`config.mk`:
```
export PLATFORM = sky130hd
export DESIGN_NAME = udi_flags
export DESIGN_NICKNAME = d
export VERILOG_FILES = /design/src/udi_pkg.sv /design/src/udi_tmr_if.sv /design/src/udi_line_timer.sv /design/src/udi_flags.sv
export SDC_FILE = /design/constraint.sdc
export NUM_CORES = 1
export LEC_CHECK = 0
export ABC_AREA = 0
export BUFFER_PORTS_ARGS = -buffer_cell sky130_fd_sc_hd__buf_4
export CAP_MARGIN = 20
export CORE_MARGIN = 4
export CORE_UTILIZATION = 52
export DETAILED_ROUTE_END_ITERATION = 8
export GPL_TIMING_DRIVEN = 0
export PLACE_DENSITY = 0.73
export SLEW_MARGIN = 5
export SYNTH_ARGS = -nofsm -noshare
export SYNTH_HDL_FRONTEND = slang
export SYNTH_HIERARCHICAL = 1
export SYNTH_SLANG_ARGS = --single-unit
```
`constraint.sdc`:
```
create_clock -name pclk -period 1.7 [get_ports pclk]
set_input_delay 0.34 -clock pclk [delete_from_list [all_inputs] [get_ports pclk]]
set_output_delay 0.34 -clock pclk [all_outputs]
set_load 0.1 [all_outputs]
```
`src/udi_pkg.sv`:
```
// Purpose: shared constants for the usb device interrupt flag block
// Assumes: 10 MHz pclk, apb word registers
// Notes:   offsets and layout used by the flag block and its bench
package udi_pkg;

  // ------------------------------------------------------------------
  // register map
  // ------------------------------------------------------------------
  localparam logic [7:0] OFS_MODULE_VERSION = 8'h00;
  localparam logic [7:0] OFS_EVENT_FLAGS    = 8'h04;
  localparam logic [7:0] OFS_EVENT_ENABLES  = 8'h08;
  localparam logic [7:0] OFS_FAULT_STATUS   = 8'h0c;
  localparam logic [7:0] OFS_FAULT_ENABLES  = 8'h10;
  localparam logic [7:0] OFS_XFER_STATUS    = 8'h14;

  // ------------------------------------------------------------------
  // event bit positions
  // ------------------------------------------------------------------
  localparam int BIT_HALT   = 7;
  localparam int BIT_WAKEUP = 5;
  localparam int BIT_IDLE   = 4;
  localparam int BIT_XFER   = 3;
  localparam int BIT_FRAME  = 2;
  localparam int BIT_FAULT  = 1;
  localparam int BIT_BUSRST = 0;

  // implemented bits; bit 6 unused
  localparam logic [7:0] EVENT_MASK        = 8'hbf;
  localparam logic [7:0] FAULT_MASK        = 8'hbf;
  localparam logic [7:0] EVENT_FLAGS_RST   = 8'h00;
  localparam logic [7:0] EVENT_ENABLES_RST = 8'h00;
  localparam logic [7:0] FAULT_RST         = 8'h00;
  localparam logic [7:0] XFER_STATUS_RST   = 8'h00;

  // arbitrary revision value
  localparam logic [7:0] MODULE_REV_DEFAULT = 8'h11;

  // ------------------------------------------------------------------
  // timing
  // ------------------------------------------------------------------
  localparam int CLK_HZ        = 10_000_000;
  localparam int KSTATE_NS     = 2500;
  localparam int BUSRST_NS     = 2500;
  localparam int WAKE_DELAY_NS = 2500;
  localparam int IDLE_US       = 3000;
  localparam int KSTATE_CYC    = (KSTATE_NS * (CLK_HZ / 1_000_000) + 999) / 1000;
  localparam int BUSRST_CYC    = (BUSRST_NS * (CLK_HZ / 1_000_000) + 999) / 1000;
  localparam int WAKE_DELAY_CYC = (WAKE_DELAY_NS * (CLK_HZ / 1_000_000) + 999) / 1000;
  localparam int IDLE_CYC      = IDLE_US * (CLK_HZ / 1_000_000);

  // ------------------------------------------------------------------
  // line state decode
  // ------------------------------------------------------------------
  typedef enum logic [1:0] {
    LS_SE0 = 2'b00,
    LS_J   = 2'b10,
    LS_K   = 2'b01,
    LS_SE1 = 2'b11
  } udi_line_t;

  function automatic udi_line_t udi_decode(input logic dp, input logic dm);
    udi_decode = udi_line_t'({dp, dm});
  endfunction : udi_decode

endpackage : udi_pkg

```
`src/udi_tmr_if.sv`:
```
`timescale 1ns/1ps
// Purpose: carrier between flag core and line timer
// Assumes: single clock
// Notes:   timer reports qualified bus events
interface udi_tmr_if;
  logic line_k;
  logic line_se0;
  logic line_active;
  logic k_seen;
  logic busrst_seen;
  logic idle_seen;
  modport core  (input k_seen, busrst_seen, idle_seen,
                 output line_k, line_se0, line_active);
  modport timer (output k_seen, busrst_seen, idle_seen,
                 input line_k, line_se0, line_active);
endinterface : udi_tmr_if

```
`src/udi_line_timer.sv`:
```
`timescale 1ns/1ps
// Purpose: times k-state, reset and idle on the bus lines
// Assumes: line inputs already synchronised
// Notes:   one-cycle pulses on qualified events
module udi_line_timer
  import udi_pkg::*;
#(
  parameter int IDLE_CYCLES = IDLE_CYC
) (
  // clock and reset
  input  wire logic pclk,
  input  wire logic presetn,
  input  wire logic clk_en,
  // carrier
  udi_tmr_if.timer  tm
);

  logic [15:0] k_cnt;
  logic [15:0] r_cnt;
  logic [31:0] i_cnt;
  logic        r_done;

  // ------------------------------------------------------------------
  // k-state persistence
  // ------------------------------------------------------------------
  always_ff @(posedge pclk or negedge presetn) begin
    if (!presetn) begin
      k_cnt     <= 16'h0000;
      tm.k_seen <= 1'b0;
    end else if (clk_en) begin
      tm.k_seen <= 1'b0;
      if (!tm.line_k) begin
        k_cnt <= 16'h0000;
      end else if (k_cnt < 16'(KSTATE_CYC)) begin
        k_cnt <= k_cnt + 16'h0001;
        tm.k_seen <= (k_cnt == 16'(KSTATE_CYC - 1));
      end
    end
  end

  // ------------------------------------------------------------------
  // bus reset, once per assertion
  // ------------------------------------------------------------------
  always_ff @(posedge pclk or negedge presetn) begin
    if (!presetn) begin
      r_cnt          <= 16'h0000;
      r_done         <= 1'b0;
      tm.busrst_seen <= 1'b0;
    end else if (clk_en) begin
      tm.busrst_seen <= 1'b0;
      if (!tm.line_se0) begin
        r_cnt  <= 16'h0000;
        r_done <= 1'b0;
      end else if (!r_done) begin
        r_cnt <= r_cnt + 16'h0001;
        if (r_cnt == 16'(BUSRST_CYC - 1)) begin
          r_done         <= 1'b1;
          tm.busrst_seen <= 1'b1;
        end
      end
    end
  end

  // ------------------------------------------------------------------
  // idle timer
  // ------------------------------------------------------------------
  always_ff @(posedge pclk or negedge presetn) begin
    if (!presetn) begin
      i_cnt        <= 32'h0000_0000;
      tm.idle_seen <= 1'b0;
    end else if (clk_en) begin
      tm.idle_seen <= 1'b0;
      if (tm.line_active) begin
        i_cnt <= 32'h0000_0000;
      end else if (i_cnt < 32'(IDLE_CYCLES)) begin
        i_cnt <= i_cnt + 32'h0000_0001;
        tm.idle_seen <= (i_cnt == 32'(IDLE_CYCLES - 1));
      end
    end
  end

endmodule : udi_line_timer

```
`src/udi_flags.sv`:
```
// Design decisions made here: the placing of the registers and the APB interface to the registers.
`timescale 1ns/1ps
// Purpose: usb device event flags, enables and interrupt request
// Assumes: apb slave, 10 MHz pclk, async bus lines
// Notes:   zero wait state apb, pslverr on unmapped address
module udi_flags
  import udi_pkg::*;
#(
  parameter int         IDLE_CYCLES = IDLE_CYC,
  parameter logic [7:0] MODULE_REV  = MODULE_REV_DEFAULT
) (
  // clock, reset, enable
  input  wire logic        pclk,
  input  wire logic        presetn,
  input  wire logic        clk_en,
  // apb slave
  input  wire logic        psel,
  input  wire logic        penable,
  input  wire logic        pwrite,
  input  wire logic [7:0]  paddr,
  input  wire logic [31:0] pwdata,
  input  wire logic [3:0]  pstrb,
  output logic [31:0]      prdata,
  output logic             pready,
  output logic             pslverr,
  // bus lines, async
  input  wire logic        data_plus_line,
  input  wire logic        data_minus_line,
  // serial interface engine events, same clock
  input  wire logic        halt_sent,
  input  wire logic        xfer_done,
  input  wire logic [7:0]  xfer_status_in,
  input  wire logic        frame_start_rx,
  input  wire logic [7:0]  fault_events,
  input  wire logic        clocks_restarted,
  // interrupt
  output logic             irq
);

  logic [1:0]  dp_sync;
  logic [1:0]  dm_sync;
  udi_line_t   line;
  logic [7:0]  event_flags;
  logic [7:0]  event_enables;
  logic [7:0]  fault_status_register;
  logic [7:0]  fault_enables;
  logic [7:0]  xfer_status;
  logic [7:0]  xfer_hold;
  logic        hold_valid;
  logic        wake_pend;
  logic [15:0] wake_cnt;
  logic        wr_acc;
  logic        rd_acc;
  logic        hit;
  logic [7:0]  w1c;
  logic        fault_any;
  logic [7:0]  set_ev;

  udi_tmr_if tm ();

  // ------------------------------------------------------------------
  // pin synchronisers
  // ------------------------------------------------------------------
  always_ff @(posedge pclk or negedge presetn) begin
    if (!presetn) begin
      dp_sync <= 2'b11;
      dm_sync <= 2'b00;
    end else if (clk_en) begin
      dp_sync <= {dp_sync[0], data_plus_line};
      dm_sync <= {dm_sync[0], data_minus_line};
    end
  end

  assign line           = udi_decode(dp_sync[1], dm_sync[1]);
  assign tm.line_k      = (line == LS_K);
  assign tm.line_se0    = (line == LS_SE0);
  assign tm.line_active = (line != LS_J);

  udi_line_timer #(
    .IDLE_CYCLES (IDLE_CYCLES)
  ) u_timer (
    .pclk    (pclk),
    .presetn (presetn),
    .clk_en  (clk_en),
    .tm      (tm)
  );

  // ------------------------------------------------------------------
  // apb decode
  // ------------------------------------------------------------------
  assign wr_acc = psel && penable && pwrite && clk_en;
  assign rd_acc = psel && penable && !pwrite && clk_en;
  assign hit    = (paddr == OFS_MODULE_VERSION) || (paddr == OFS_EVENT_FLAGS) ||
                  (paddr == OFS_EVENT_ENABLES)  || (paddr == OFS_FAULT_STATUS) ||
                  (paddr == OFS_FAULT_ENABLES)  || (paddr == OFS_XFER_STATUS);

  function automatic logic [7:0] w1c_mask(input logic [7:0] a, input logic [7:0] ofs,
                                          input logic [31:0] d, input logic s);
    w1c_mask = (a == ofs && s) ? d[7:0] : 8'h00;
  endfunction : w1c_mask

  assign w1c = w1c_mask(paddr, OFS_EVENT_FLAGS, pwdata, wr_acc && pstrb[0]) & EVENT_MASK;

  // ------------------------------------------------------------------
  // resume delay after clock restart
  // ------------------------------------------------------------------
  always_ff @(posedge pclk or negedge presetn) begin
    if (!presetn) begin
      wake_pend <= 1'b0;
      wake_cnt  <= 16'h0000;
    end else if (clk_en) begin
      if (tm.k_seen && clocks_restarted) begin
        wake_pend <= 1'b1;
        wake_cnt  <= 16'h0000;
      end else if (wake_pend) begin
        wake_cnt <= wake_cnt + 16'h0001;
        if (wake_cnt == 16'(WAKE_DELAY_CYC - 1)) begin
          wake_pend <= 1'b0;
        end
      end
    end
  end

  // ------------------------------------------------------------------
  // fault status, error enables
  // ------------------------------------------------------------------
  always_ff @(posedge pclk or negedge presetn) begin
    if (!presetn) begin
      fault_status_register <= FAULT_RST;
    end else if (clk_en) begin
      fault_status_register <= (fault_status_register &
                                ~w1c_mask(paddr, OFS_FAULT_STATUS, pwdata,
                                          wr_acc && pstrb[0]) |
                                fault_events) & FAULT_MASK;
    end
  end

  always_ff @(posedge pclk or negedge presetn) begin
    if (!presetn) begin
      fault_enables <= FAULT_RST;
    end else if (wr_acc && pstrb[0] && paddr == OFS_FAULT_ENABLES) begin
      fault_enables <= pwdata[7:0] & FAULT_MASK;
    end
  end

  assign fault_any = |(fault_status_register & fault_enables);

  // ------------------------------------------------------------------
  // event flags
  // ------------------------------------------------------------------
  always_comb begin
    set_ev            = 8'h00;
    set_ev[BIT_HALT]  = halt_sent;
    set_ev[BIT_WAKEUP] = wake_pend && (wake_cnt == 16'(WAKE_DELAY_CYC - 1));
    set_ev[BIT_IDLE]  = tm.idle_seen;
    set_ev[BIT_XFER]  = xfer_done;
    set_ev[BIT_FRAME] = frame_start_rx;
    set_ev[BIT_FAULT] = fault_any;
    set_ev[BIT_BUSRST] = tm.busrst_seen;
  end

  always_ff @(posedge pclk or negedge presetn) begin
    if (!presetn) begin
      event_flags <= EVENT_FLAGS_RST;
    end else if (clk_en) begin
      event_flags <= ((event_flags & ~w1c) | set_ev) & EVENT_MASK;
    end
  end

  always_ff @(posedge pclk or negedge presetn) begin
    if (!presetn) begin
      event_enables <= EVENT_ENABLES_RST;
    end else if (wr_acc && pstrb[0] && paddr == OFS_EVENT_ENABLES) begin
      event_enables <= pwdata[7:0] & EVENT_MASK;
    end
  end

  // ------------------------------------------------------------------
  // transfer status and holding stage
  // ------------------------------------------------------------------
  always_ff @(posedge pclk or negedge presetn) begin
    if (!presetn) begin
      xfer_status <= XFER_STATUS_RST;
      xfer_hold   <= XFER_STATUS_RST;
      hold_valid  <= 1'b0;
    end else if (clk_en) begin
      if (w1c[BIT_XFER]) begin
        xfer_status <= hold_valid ? xfer_hold : XFER_STATUS_RST;
        hold_valid  <= xfer_done;
        xfer_hold   <= xfer_status_in;
      end else if (xfer_done) begin
        xfer_hold  <= xfer_status_in;
        hold_valid <= 1'b1;
        if (!event_flags[BIT_XFER] && !hold_valid) begin
          xfer_status <= xfer_status_in;
          hold_valid  <= 1'b0;
        end
      end
    end
  end

  // ------------------------------------------------------------------
  // interrupt request
  // ------------------------------------------------------------------
  always_ff @(posedge pclk or negedge presetn) begin
    if (!presetn) begin
      irq <= 1'b0;
    end else if (clk_en) begin
      irq <= |(((event_flags & ~w1c) | set_ev) & event_enables & EVENT_MASK);
    end
  end

  // ------------------------------------------------------------------
  // apb read and response
  // ------------------------------------------------------------------
  always_ff @(posedge pclk or negedge presetn) begin
    if (!presetn) begin
      prdata  <= 32'h0000_0000;
      pready  <= 1'b0;
      pslverr <= 1'b0;
    end else if (clk_en) begin
      pready  <= psel && !penable;
      pslverr <= psel && !penable && !hit;
      prdata  <= 32'h0000_0000;
      if (psel && !penable && !pwrite) begin
        unique case (paddr)
          OFS_MODULE_VERSION: prdata <= {24'h000000, MODULE_REV};
          OFS_EVENT_FLAGS:    prdata <= {24'h000000, event_flags};
          OFS_EVENT_ENABLES:  prdata <= {24'h000000, event_enables};
          OFS_FAULT_STATUS:   prdata <= {24'h000000, fault_status_register};
          OFS_FAULT_ENABLES:  prdata <= {24'h000000, fault_enables};
          OFS_XFER_STATUS:    prdata <= {24'h000000, xfer_status};
          default:            prdata <= 32'h0000_0000;
        endcase
      end
    end
  end

  // ------------------------------------------------------------------
  // checks
  // ------------------------------------------------------------------
  property p_irq_gate;
    @(posedge pclk) disable iff (!presetn)
    clk_en |=> irq == |(event_flags & $past(event_enables));
  endproperty
  a_irq_gate: assert property (p_irq_gate) else $error("irq mismatch");

  property p_sticky;
    @(posedge pclk) disable iff (!presetn)
    (clk_en && event_flags[BIT_HALT] && !w1c[BIT_HALT]) |=> event_flags[BIT_HALT];
  endproperty
  a_sticky: assert property (p_sticky) else $error("flag lost without w1c");

  property p_clear;
    @(posedge pclk) disable iff (!presetn)
    (clk_en && w1c[BIT_FRAME] && !frame_start_rx) |=> !event_flags[BIT_FRAME];
  endproperty
  a_clear: assert property (p_clear) else $error("w1c failed");

  property p_bit6;
    @(posedge pclk) disable iff (!presetn)
    !event_flags[6] && !event_enables[6];
  endproperty
  a_bit6: assert property (p_bit6) else $error("bit 6 set");

  property p_halt;
    @(posedge pclk) disable iff (!presetn)
    (clk_en && halt_sent) |=> event_flags[BIT_HALT];
  endproperty
  a_halt: assert property (p_halt) else $error("halt flag missed");

  property p_frame;
    @(posedge pclk) disable iff (!presetn)
    (clk_en && frame_start_rx) |=> event_flags[BIT_FRAME];
  endproperty
  a_frame: assert property (p_frame) else $error("frame flag missed");

  property p_fault;
    @(posedge pclk) disable iff (!presetn)
    (clk_en && fault_any) |=> event_flags[BIT_FAULT];
  endproperty
  a_fault: assert property (p_fault) else $error("fault flag missed");

  property p_xfer;
    @(posedge pclk) disable iff (!presetn)
    (clk_en && xfer_done) |=> event_flags[BIT_XFER];
  endproperty
  a_xfer: assert property (p_xfer) else $error("xfer flag missed");

  property p_rev;
    @(posedge pclk) disable iff (!presetn)
    (clk_en && psel && !penable && !pwrite && paddr == OFS_MODULE_VERSION)
      |=> prdata[7:0] == MODULE_REV;
  endproperty
  a_rev: assert property (p_rev) else $error("revision read wrong");

  c_irq:    cover property (@(posedge pclk) disable iff (!presetn) $rose(irq));
  c_busrst: cover property (@(posedge pclk) disable iff (!presetn) tm.busrst_seen);
  c_wake:   cover property (@(posedge pclk) disable iff (!presetn) set_ev[BIT_WAKEUP]);
  c_unmap:  cover property (@(posedge pclk) disable iff (!presetn) pslverr);

endmodule : udi_flags

```
# --- Yosys cells after proc, flatten, opt, wreduce, memory -nomap -nowiden ---
# Cells that the tools add are included.
word_totals:
  regBits: 169
  in_bits: 72
  out_inout_bits: 35
  elab_cells: 120
op_classes:
  addsub: 4
  n_lt_le_gt_ge: 2
  eq_ne: 13
  muxes: 33
  bitwise_logic: 8
  n_reduce_logical: 38
ops:
  columns: ["cell", "n"]
  rows:
  - ["two-way mux 16 bit", 6]
  - ["two-way mux 8 bit", 9]
  - ["two-way mux 32 bit", 2]
  - ["adder 16 x 1 -> 16 bit (second input constant)", 3]
  - ["equality test 16 x 5 -> 1 bit (second input constant)", 3]
  - ["one-hot mux 8 bit (6 select lines)", 1]
  - ["adder 32 x 1 -> 32 bit (second input constant)", 1]
  - ["bitwise AND 8 bit", 4]
  - ["equality test 32 x 15 -> 1 bit (second input constant)", 1]
  - ["less-than comparator 32 x 15 -> 1 bit (second input constant)", 1]
  - ["equality test 8 x 4 -> 1 bit (second input constant)", 2]
  - ["equality test 8 x 5 -> 1 bit (second input constant)", 2]
  - ["less-than comparator 16 x 5 -> 1 bit (second input constant)", 1]
  - ["inverter 8 bit", 2]
  - ["OR 8 bit", 2]
  - ["two-way mux 1 bit", 15]
  - ["logical AND 1 bit", 14]
  - ["AND reduction 2 bit", 5]
  - ["equality test 8 x 3 -> 1 bit (second input constant)", 1]
  - ["zero test 8 bit", 1]
  - ["nonzero test 2 bit", 4]
  - ["OR reduction 8 bit", 1]
  - ["OR reduction 7 bit", 1]
  - ["inequality test 2 bit (second input constant)", 3]
  - ["other kinds (5)", 13]

# --- Logic depth before layout (Yosys ltp) ---
# Gate-level depths: netlist of run 1.
depth:
  ltp_word: 11
  ltp_mapped: 7
  mapped_depth_nobuf: 7

# --- By module ---
# Netlist of run 1, hierarchy kept.
by_module_without_submodules:
  columns: ["module", "n_inst", "cells_each", "area_per_inst_um2", "seq_area_each_um2"]
  rows:
  - ["udi_flags", 1, 387, 4063.9, 1929.4]
  - ["udi_line_timer", 1, 343, 3360.7, 1701.6]

# --- Least setup slack after synthesis of run 1 ---
# Ideal clock, no wire load.
synth_path:
  path_kind: "in2reg"
  startpoint: "input paddr[1]"
  endpoint: "register event_enables[0]"
  setup_time_ns: 0.125
  t_arrival_ns: 2.001
  required_time_ns: 1.575
  setup_slack_ns: -0.426
  path_stages: 6
  path_buffers: 1
  cell_sequence: "or3_4 > or3_1 > nor4_4 > nor2b_1 > buf_4 > mux2_2"
synth_between:
  elab_chain_len: 2
synth_rtl:
  columns: ["element", "line", "rtl"]
  rows:
  - ["start, declared", "udi_flags.sv:20", "input wire logic [7:0] paddr,"]
  - ["equality test 8 x 4 -> 1 bit", "udi_flags.sv:173", "end else if (wr_acc && pstrb[0] && paddr == OFS_EVENT_ENABLES) begin"]
  - ["logical AND 1 bit", "udi_flags.sv:173", null]
  - ["end signal, assigned", "udi_flags.sv:174", "event_enables <= pwdata[7:0] & EVENT_MASK;"]
  - ["end, declared", "udi_flags.sv:44", "logic [7:0] event_enables;"]
# Every way passes these cells.
# A chain may end at the register's enable or synchronous reset.

# --- Worst setup path after layout of run 1 ---
layout_path:
  startpoint: "register u_timer.i_cnt[2]"
  endpoint: "register u_timer.i_cnt[13]"
layout_between:
  elab_chain_len: 3
  word_cells_on_any_way: 6
  cone_classes: "1 x add/sub; 1 x order compare; 2 x mux; 2 x reduce/logical"
layout_rtl:
  columns: ["element", "line", "rtl"]
  rows:
  - ["start, declared", "udi_line_timer.sv:20", "logic [31:0] i_cnt;"]
  - ["start signal, assigned", "udi_line_timer.sv:76", "i_cnt <= i_cnt + 32'h0000_0001;"]
  - ["adder 32 x 1 -> 32 bit / less-than comparator 32 x 15 -> 1 bit (equally long branches)", "udi_line_timer.sv:76, udi_line_timer.sv:75", null]
  - ["two-way mux 32 bit / nonzero test 2 bit (equally long branches)", null, null]
  - ["two-way mux 32 bit / AND reduction 2 bit (equally long branches)", null, null]
# Several ways; a longest one is shown, not always the timed one. The select of a mux whose other input is x is not followed.

==> impl_metrics.toml, run 1 <==
[layout]
antenna-diode-count = 0
fillers = 884
area_growth_pct = 39.11
seq_area_mm2 = 0.003637
stdcell_count = 1095
fin_nets = 981
multi_input_area_mm2 = 0.004163
drive_gt1_frac = 0.3825

[floorplan]
dieWidth_um = 127.5
rows = 43
die_height_um = 127.5
io_pins = 107
fp.dieArea_mm2 = 0.01625
start_util = 0.5328
design.core.area_mm2 = 0.01393

[logic_synthesis]
synthTopCellsByArea = "dfrtp_1, mux2_2, nand2_1, nor2_1, buf_4"
synth-compound-area-share = 0.1545
synth_common_cells = "dfrtp_1, nand2_1, nor2_1, o21ai_0, inv_1"
synth_top_family_by_area = "simple AND/OR/NAND/NOR gates"
ys_seq_area_frac = 0.4890
synthSimpleGateAreaFrac = 0.2122
synth-edff-count = 0
ys_ff_latch = 145
yosys_warnings = 6
synth_xor_area_frac = 0.02595
yosysUniqueCellTypes = 77
synthMuxAreaShare = 0.04365
synth_most_common_cell = "dfrtp_1"
syn_area_mm2 = 0.007425
synthAdderAreaFrac = 0.01180
synth_top_flop_cell = "dfrtp_1"
synth_top_area_frac = 0.4820
synth_area_leader_cell = "dfrtp_1"
syn_area_per_cell_um2 = 10.17
async_reset_ff_frac = 1.000
synthCells = 730

[place]
port_buffers = 52
pre_cts_slack_ps = -768.7
gp_congestion = 0.9148
numPlacedInstances = 986
dpl.hpwl_um = 12470

[min_path]
min_path_type = "primary input to register"

[global_routing]
grt_use_total = 0.2496
antenna_found_initial = 0
grt_pass1_vias = 6407
grt-ovfl-total = 0
grt_pass1_wl_um = 32550
grt_start_max_net_pins = 79

[power_and_ir_drop]
leakage_nw = 4.767
power_density_mw_per_mm2 = 846.6
irDropWorstVdd_uv = 820.9

[timing]
relSlewSlack = 0.4560
finalSetupViolCount = 45
hold_violations = 0
fin_crit_ps = 2031
drv_slew = 0
min_period_over_period = 1.195
skew_ps = 8.957
grt_setup_unrepaired = "true"
tns_ps = -3306
worst_pin_slew_ps = 816.1
setup_slack_ps = -330.7
fmax_mhz = 492.5

[clock_tree]
cts_max_level = 4
clock-root-buffer = "clkbuf_16"
cts_max_path_buffers = 2
cts.sinks = 145
tritoncts = "done"
clk_latency_ps = 430
path_clk_slew_ps = 60
cts_buffers = 17

[worst_setup_path]
crit_arrival_ps = 2400
setup.worst_path.class = "register to register"
critical_path_peak_fanout = 6
start_kind = "register"
cp_slowest_stage_delay_ps = 480
cp-end-kind = "register"
slowest_stage = "dfrtp_1"
worst-path-buf-inv = 0
critPathRequiredTime_ps = 2070
path_cells = "and3_2, nand3_2, or4_4, or4_4, nand3_2"
cpLargestDelayFamily = "simple AND/OR/NAND/NOR gates"

[run_status]
outcome = "finished, violations left"
violations = "setup timing"

[route]
vias_per_cell = 6.036
drt_iter0_drc = 590
wirelength_um = 21420
num_vias = 6609
post_drt_wl_per_cell_um = 19.56
dr.pass1.iters = 7
drcViolationCount = 0
final_antenna_net_count = 0

[flow_run]
cap_viol_max_count = 0
worst paths after layout:
path                              startpoint                  endpoint  slack [ps]  depth (start not counted)
setup / recovery            u_timer/i_cnt[2]         u_timer/i_cnt[13]        -330                          5
hold / removal               fault_events[0]  fault_status_register[0]         150                          2
setup reg to reg            u_timer/i_cnt[2]         u_timer/i_cnt[13]        -330                          5
hold reg to reg            u_timer/i_cnt[30]         u_timer/i_cnt[30]         490                          1
max in group asynchronous            presetn                dp_sync[1]         390                          3
min in group asynchronous            presetn                 prdata[2]         470                          2
worst reg2reg max path, stage by stage (launching register included):
cell and delay (ps):
dfrtp_1 480, and3_2 310, nand3_2 200, or4_4 480, or4_4 430, nand3_2 70
per-stage QoR:
step | utilization | hold slack [ps] | power, mW | instance area, µm²
after floorplan | - | 44.41 | 4.323 | 7607
after global placement | 0.5901 | 468.9 | 4.593 | 8223
after detailed placement | 0.5924 | 381.5 | 4.636 | 8254
after CTS | 0.6981 | 142.7 | 8.685 | 9728
after global routing | 0.7412 | 138.1 | 9.029 | 10330
final | 0.7412 | 145.4 | 8.744 | 10330
layout make-up:
cell class              instances  share of cell area
multi-input cells             524              0.4030
flip-flops and latches        145              0.3521
repair buffers                131              0.1093
clock buffers                  22             0.04591
plain buffers                  53             0.04179
well taps                     180             0.02180
clock inverters                10             0.01514
inverters                      30             0.01090
cell families after synthesis:
family          after synthesis
mux                          29
compound gates              160
simple gates                282
xor+xnor                     22
other cells                   1
flops                       145
buf+inv                      84
fa+ha+maj                     7
sequential cells by signal (all words and copies together) (netlist names):
register and cells:
u_timer/k_cnt 16, pready 1, fault_enables 7, dm_sync 2
event_flags 7, event_enables 7, hold_valid 1, xfer_hold 8
u_timer/r_done 1, u_timer/r_cnt 16, u_timer/tm.k_seen 1, xfer_status 8
irq 1, u_timer/tm.busrst_seen 1, pslverr 1, wake_pend 1
dp_sync 2, wake_cnt 16, u_timer/i_cnt 32, fault_status_register 7
prdata 8, u_timer/tm.idle_seen 1
placed cells by master, fill, tap and decap left out, types with 6 or more instances in the layout:
| cell type | n |
|---|---|
| mux2_4 | 15 |
| nand2_1 | 57 |
| dfrtp_1 | 138 |
| ha_1 | 6 |
| mux2_2 | 12 |
| a221o_1 | 6 |
| a21oi_2 | 12 |
| and3_1 | 8 |
| a22oi_1 | 9 |
| clkbuf_16 | 18 |
| o211ai_1 | 6 |
| nor4_4 | 12 |
| a22o_1 | 20 |
| nor2b_1 | 8 |
| a21oi_1 | 16 |
| o21ai_0 | 18 |
| o2bb2ai_1 | 10 |
| nand4_1 | 20 |
| xnor2_1 | 11 |
| inv_1 | 30 |
| nand3_1 | 13 |
| buf_6 | 29 |
| conb_1 | 24 |
| a31oi_1 | 8 |
| and2_1 | 18 |
| clkbuf_1 | 10 |
| nor2_1 | 48 |
| o21ai_1 | 12 |
| and3_2 | 9 |
| buf_4 | 128 |
| nor3_1 | 7 |
| xor2_1 | 11 |
report_power, final:
| part | total (mW) | switching [mW] | internal [mW] | leakage, nW |
|---|---|---|---|---|
| sequential | 3.66 | 0.0942 | 3.57 | 1.91 |
| clock | 4.01 | 1.45 | 2.56 | 0.310 |
| combinational | 1.07 | 0.720 | 0.347 | 2.55 |
per-layer routing:
layer	wire length, µm	global-route usage	vias to the layer above
met5	0	0	-
met2	10850	0.4054	273
met1	8662	0.3254	3283
met4	609	0.09842	0
met3	1300	0.05686	73
li1	-	-	2980
what timing repair did:
| item | in CTS | in global routing |
|---|---|---|
| endpoints found under the hold margin | 67 | 0 |
| hold buffers | 1 | 0 |
| resized for setup | 101 | 92 |
| pin swaps | 33 | 38 |
| cloned | 3 | 1 |
| setup endpoints to repair | 89 | 99 |
| setup buffers | 44 | 30 |
(Power assumes the default switching activity.)
==> inputs of run 2 (changes only) <==
--- a/config.mk
+++ b/config.mk
@@ -8,8 +8,10 @@
 export ABC_AREA = 0
 export BUFFER_PORTS_ARGS = -buffer_cell sky130_fd_sc_hd__buf_4
 export CAP_MARGIN = 20
+export CELL_PAD_IN_SITES_DETAIL_PLACEMENT = 0
+export CELL_PAD_IN_SITES_GLOBAL_PLACEMENT = 1
 export CORE_MARGIN = 4
-export CORE_UTILIZATION = 52
+export CORE_UTILIZATION = 40
 export DETAILED_ROUTE_END_ITERATION = 8
 export GPL_TIMING_DRIVEN = 0
 export PLACE_DENSITY = 0.73
==> run 2 against run 1 <==
The flow still finishes with violations (setup timing). Total power is 3.6% lower. Core utilization is 18 points lower. Register-to-register slack improved by 40 ps. Via count is 4.3% lower.
==> impl_metrics.toml, run 2 (synthesis results as in run 1) <==
[min_path]
min_path_type = "primary input to register"
hp-start = "fault_events[5]"

[timing]
skew_ps = 7.420
relSlewSlack = 0.4832
min_period_over_period = 1.170
drv_slew = 0
hold_violations = 0
finalSetupViolCount = 38
fmax_mhz = 502.8
grt_setup_unrepaired = "true"
worst_pin_slew_ps = 775.2
hold_slack_ps = 157.6
fin_crit_ps = 1989
setup_slack_ps = -289.0

[power_and_ir_drop]
irDropWorstVdd_uv = 620.4
power_density_mw_per_mm2 = 823.8
leakage_nw = 4.624
power_mw = 8.431

[layout]
largest_register_ffs = 32
stdcell_count = 1123
antenna-diode-count = 0
final_cell_mix = "dfrtp_1, buf_4, nand2_1"
final_common_cell = "dfrtp_1"
area_growth_pct = 37.85
fin_nets = 960
drive_gt1_frac = 0.3747
regMostFlops = "u_timer/i_cnt"

[worst_setup_path]
critPathRequiredTime_ps = 2050
startpoint = "u_timer/i_cnt[20]"
cp_slowest_stage_delay_ps = 520
start_kind = "register"
reg2reg_from = "u_timer/i_cnt[20]"
crit_arrival_ps = 2340
critical_path_peak_fanout = 3
setup.worst_path.class = "register to register"
path_cells = "nor4_2, nand3_2, or4_4, or4_4, nand3_2"
cp-end-kind = "register"
slowest_stage = "or4_4"

[clock_tree]
cts_max_level = 4
cts.sinks = 145
clk_latency_ps = 420
cts_max_path_buffers = 2
clock-root-buffer = "clkbuf_16"
path_clk_slew_ps = 60
tritoncts = "done"
cts_buffers = 17

[route]
dr.pass1.iters = 5
num_vias = 6322
post_drt_wl_per_cell_um = 18.58
wirelength_um = 20860
vias_per_cell = 5.630
drt_iter0_drc = 457
final_antenna_net_count = 0
drcViolationCount = 0

[global_routing]
grt_use_total = 0.1970
antenna_found_initial = 0
grt_pass1_wl_um = 32730
grt-ovfl-total = 0
grt_pass1_vias = 6359
grt_start_max_net_pins = 90

[floorplan]
fp.dieArea_mm2 = 0.02081
design.core.area_mm2 = 0.01809
io_pins = 107
rows = 49
die_height_um = 144.2
start_util = 0.4105
dieWidth_um = 144.2

[place]
numPlacedInstances = 1035
pre_cts_slack_ps = -794.7
gp_congestion = 0.9120
dpl.hpwl_um = 13220
port_buffers = 52

[run_status]
violations = "setup timing"
outcome = "finished, violations left"

[flow_run]
cap_viol_max_count = 0
run 2: cell types whose count changed in the layout (fill, tap and decap cells not counted), sizes merged:
cell,change
inv,+2
clkinv,-3
bufinv,-2
clkinvlp,+5
buf,-21
clkbuf,-2
run 2: path summary, 6_finish.rpt:
check	slack (ps)	cells after the start	end
max in group asynchronous	360	3	wake_cnt[3]
setup / recovery	-290	5	u_timer/i_cnt[13]
min in group asynchronous	480	2	prdata[1]
setup reg to reg	-290	5	u_timer/i_cnt[13]
hold reg to reg	490	2	xfer_status[6]
hold / removal	160	2	fault_status_register[5]
run 2: power breakdown:
part | total, mW | switching, mW | leakage, nW | internal [mW]
sequential | 3.66 | 0.0896 | 1.91 | 3.57
combinational | 1.04 | 0.706 | 2.44 | 0.331
clock | 3.74 | 1.50 | 0.271 | 2.24
run 2: timing repair:
action / 4_1_cts / 5_1_grt
pin swaps: 36 / 46
hold endpoints to repair: 56 / 0
hold buffers: 1 / 0
setup endpoints to repair: 91 / 107
buffers inserted: 43 / 12
gates resized for setup: 102 / 97
gates cloned: 1 / 2
run 2: critical path, delay by kind of cell, from the launching register on:
kind / cells / cell delay [ps]
DFF: 1 / 390
and+or+nand+nor: 5 / 1540
run 2: layout make-up:
| class | instances | area [µm²] |
|---|---|---|
| Timing Repair Buffer | 111 | 954.7 |
| Sequential cell | 145 | 3637 |
| Fill cell | 1458 | 7851 |
| Tap cell | 229 | 286.5 |
| Inverter | 30 | 112.6 |
| Buffer | 52 | 407.9 |
| Clock inverter | 12 | 132.6 |
| Multi-Input combinational cell | 524 | 4247 |
| Clock buffer | 20 | 456.7 |
run 2: metrics by stage:
step | TNS (ps) | util | cell area (µm²)
finish | -3629 | 0.5659 | 10230
global route | -5817 | 0.5659 | 10230
CTS | -3765 | 0.5386 | 9741
detailed placement | -40650 | 0.4598 | 8315
global placement | -86350 | 0.4580 | 8284
floorplan | -11570 | - | 7607
run 2: routing by layer:
layer,global-route usage,wire [µm],up-vias
met5,0,0,-
met4,0.07020,515,0
met3,0.04299,1000,41
met2,0.3285,10330,193
met1,0.2537,9019,3153
li1,-,-,2935
==> inputs of run 3 (changes only) <==
--- a/config.mk
+++ b/config.mk
@@ -13,7 +13,6 @@
 export CORE_MARGIN = 4
 export CORE_UTILIZATION = 40
 export DETAILED_ROUTE_END_ITERATION = 8
-export GPL_TIMING_DRIVEN = 0
 export PLACE_DENSITY = 0.73
 export SLEW_MARGIN = 5
 export SYNTH_ARGS = -nofsm -noshare
==> run 3 against run 2 <==
The run still ends with setup timing left. Flip-flop and latch count unchanged. Final cell count is 3.1% higher. First-iteration DRC count up 3.1%. Cell area shrank 1.3%. Global-route usage fell by 0.31 points. Register-to-register slack better by 60 ps. Critical path depth is the same.
==> impl_metrics.toml, run 3 (synthesis results as in run 1) <==
[run_status]
outcome = "finished, violations left"
violations = "setup timing"

[route]
post_drt_wl_per_cell_um = 17.35
vias_per_cell = 5.598
final_antenna_net_count = 0
drcViolationCount = 0
num_vias = 6482
wl_met3_um = 1034
routed-wl-met2_um = 9900
top_layer = "met4"
dr.pass1.iters = 5
drt_iter0_drc = 471
wirelength_um = 20090
wl_met1_um = 8724

[timing]
hold_violations = 0
setup_slack_ps = -231.4
fin_crit_ps = 1931
skew_ps = 9.122
fmax_mhz = 517.8
drv_slew = 0
min_period_over_period = 1.136
finalSetupViolCount = 28
grt_setup_unrepaired = "true"
hold_slack_ps = 135.2

[clock_tree]
cts_max_level = 4
clock-root-buffer = "clkbuf_16"
cts_buffers = 17
clk_latency_ps = 430
cts.sinks = 145
tritoncts = "done"
path_clk_slew_ps = 60
cts_max_path_buffers = 2

[flow_run]
cap_viol_max_count = 0

[floorplan]
fp.dieArea_mm2 = 0.02081
design.core.area_mm2 = 0.01809
io_pins = 107
start_util = 0.4105
dieWidth_um = 144.2
rows = 49
die_height_um = 144.2

[layout]
fillers = 1519
final_common_cell = "buf_4"
final_cell_mix = "buf_4, dfrtp_1, nand2_1"
regMostFlops = "u_timer/i_cnt"
fin_nets = 995
seq_area_mm2 = 0.003632
area_growth_pct = 36.06
largest_register_ffs = 32
multi_input_area_mm2 = 0.003816
antenna-diode-count = 0
drive_gt1_frac = 0.3584

[worst_setup_path]
cp-end-kind = "register"
crit_arrival_ps = 2290
critPathRequiredTime_ps = 2060
path_cells = "nor4_2, nand2_1, or4_4, or4_1, nand3_1"
critical_path_peak_fanout = 3
setup.worst_path.class = "register to register"
cp_slowest_stage_delay_ps = 530
slowest_stage = "or4_4"
start_kind = "register"

[global_routing]
grt-ovfl-total = 0
grt_start_max_net_pins = 35
antenna_found_initial = 0
grt_use_total = 0.1938
grt_pass1_vias = 6454
grt_pass1_wl_um = 32170

[power_and_ir_drop]
power_mw = 8.695
power_density_mw_per_mm2 = 860.7
irDropWorstVdd_uv = 571.2
leakage_nw = 4.691

[place]
pre_cts_slack_ps = -480.2
gp_congestion = 0.9224
port_buffers = 53
dpl.hpwl_um = 14130

[min_path]
min_path_type = "primary input to register"
-- run 3: path summary, 6_finish.rpt --
path                                    from  depth (start not counted)  slack (ps)                       end
setup reg to reg           u_timer/i_cnt[31]                          5        -230         u_timer/i_cnt[13]
hold reg to reg            u_timer/i_cnt[19]                          1         480         u_timer/i_cnt[19]
min in group asynchronous            presetn                          2         390                   pslverr
setup / recovery           u_timer/i_cnt[31]                          5        -230         u_timer/i_cnt[13]
max in group asynchronous            presetn                          3         720                dp_sync[0]
hold / removal               fault_events[7]                          2         140  fault_status_register[7]
-- run 3: per-layer routing --
layer  GRT usage  up-vias
li1            -     3006
met1      0.2497     3253
met2      0.3214      182
met3     0.04597       41
met4     0.06726        0
met5           0        -
-- run 3: worst max-delay path: cells and delay by family, from the launching register on --
kind / cells / cell delay, ps
DFF: 1 / 390
and+or+nand+nor: 5 / 1470
-- run 3: layout make-up --
| class | count | area share |
|---|---|---|
| inverter | 30 | 0.01115 |
| multi-input combinational | 525 | 0.3778 |
| clock inverter | 13 | 0.01821 |
| clock buffer | 19 | 0.04484 |
| sequential | 145 | 0.3595 |
| timing repair buffer | 197 | 0.1601 |
| tap | 229 | 0.02836 |
-- run 3: power by group --
| group | internal, mW | switching [mW] |
|---|---|---|
| clock network | 2.53 | 1.48 |
| registers | 3.57 | 0.0943 |
| logic | 0.345 | 0.677 |
| total | 6.44 | 2.25 |
-- run 3: per-stage QoR --
step	instance area, µm²	TNS [ps]	cells	utilization
after detailed placement	8907	-25160	1103	0.4925
after global placement	8907	-22440	1103	0.4925
after global routing	10100	-3267	1158	0.5586
after CTS	9726	-1091	1141	0.5377
after floorplan	7607	-11570	753	-
final	10100	-1654	1158	0.5586
-- run 3: what timing repair did --
| item | in CTS | in global routing |
|---|---|---|
| pin swaps | 12 | 26 |
| setup buffers | 5 | 16 |
| gates cloned | 0 | 1 |
| hold endpoints to repair | 30 | 0 |
| hold buffers | 1 | 0 |
| resized for setup | 27 | 48 |
| endpoints found under the setup margin | 39 | 64 |
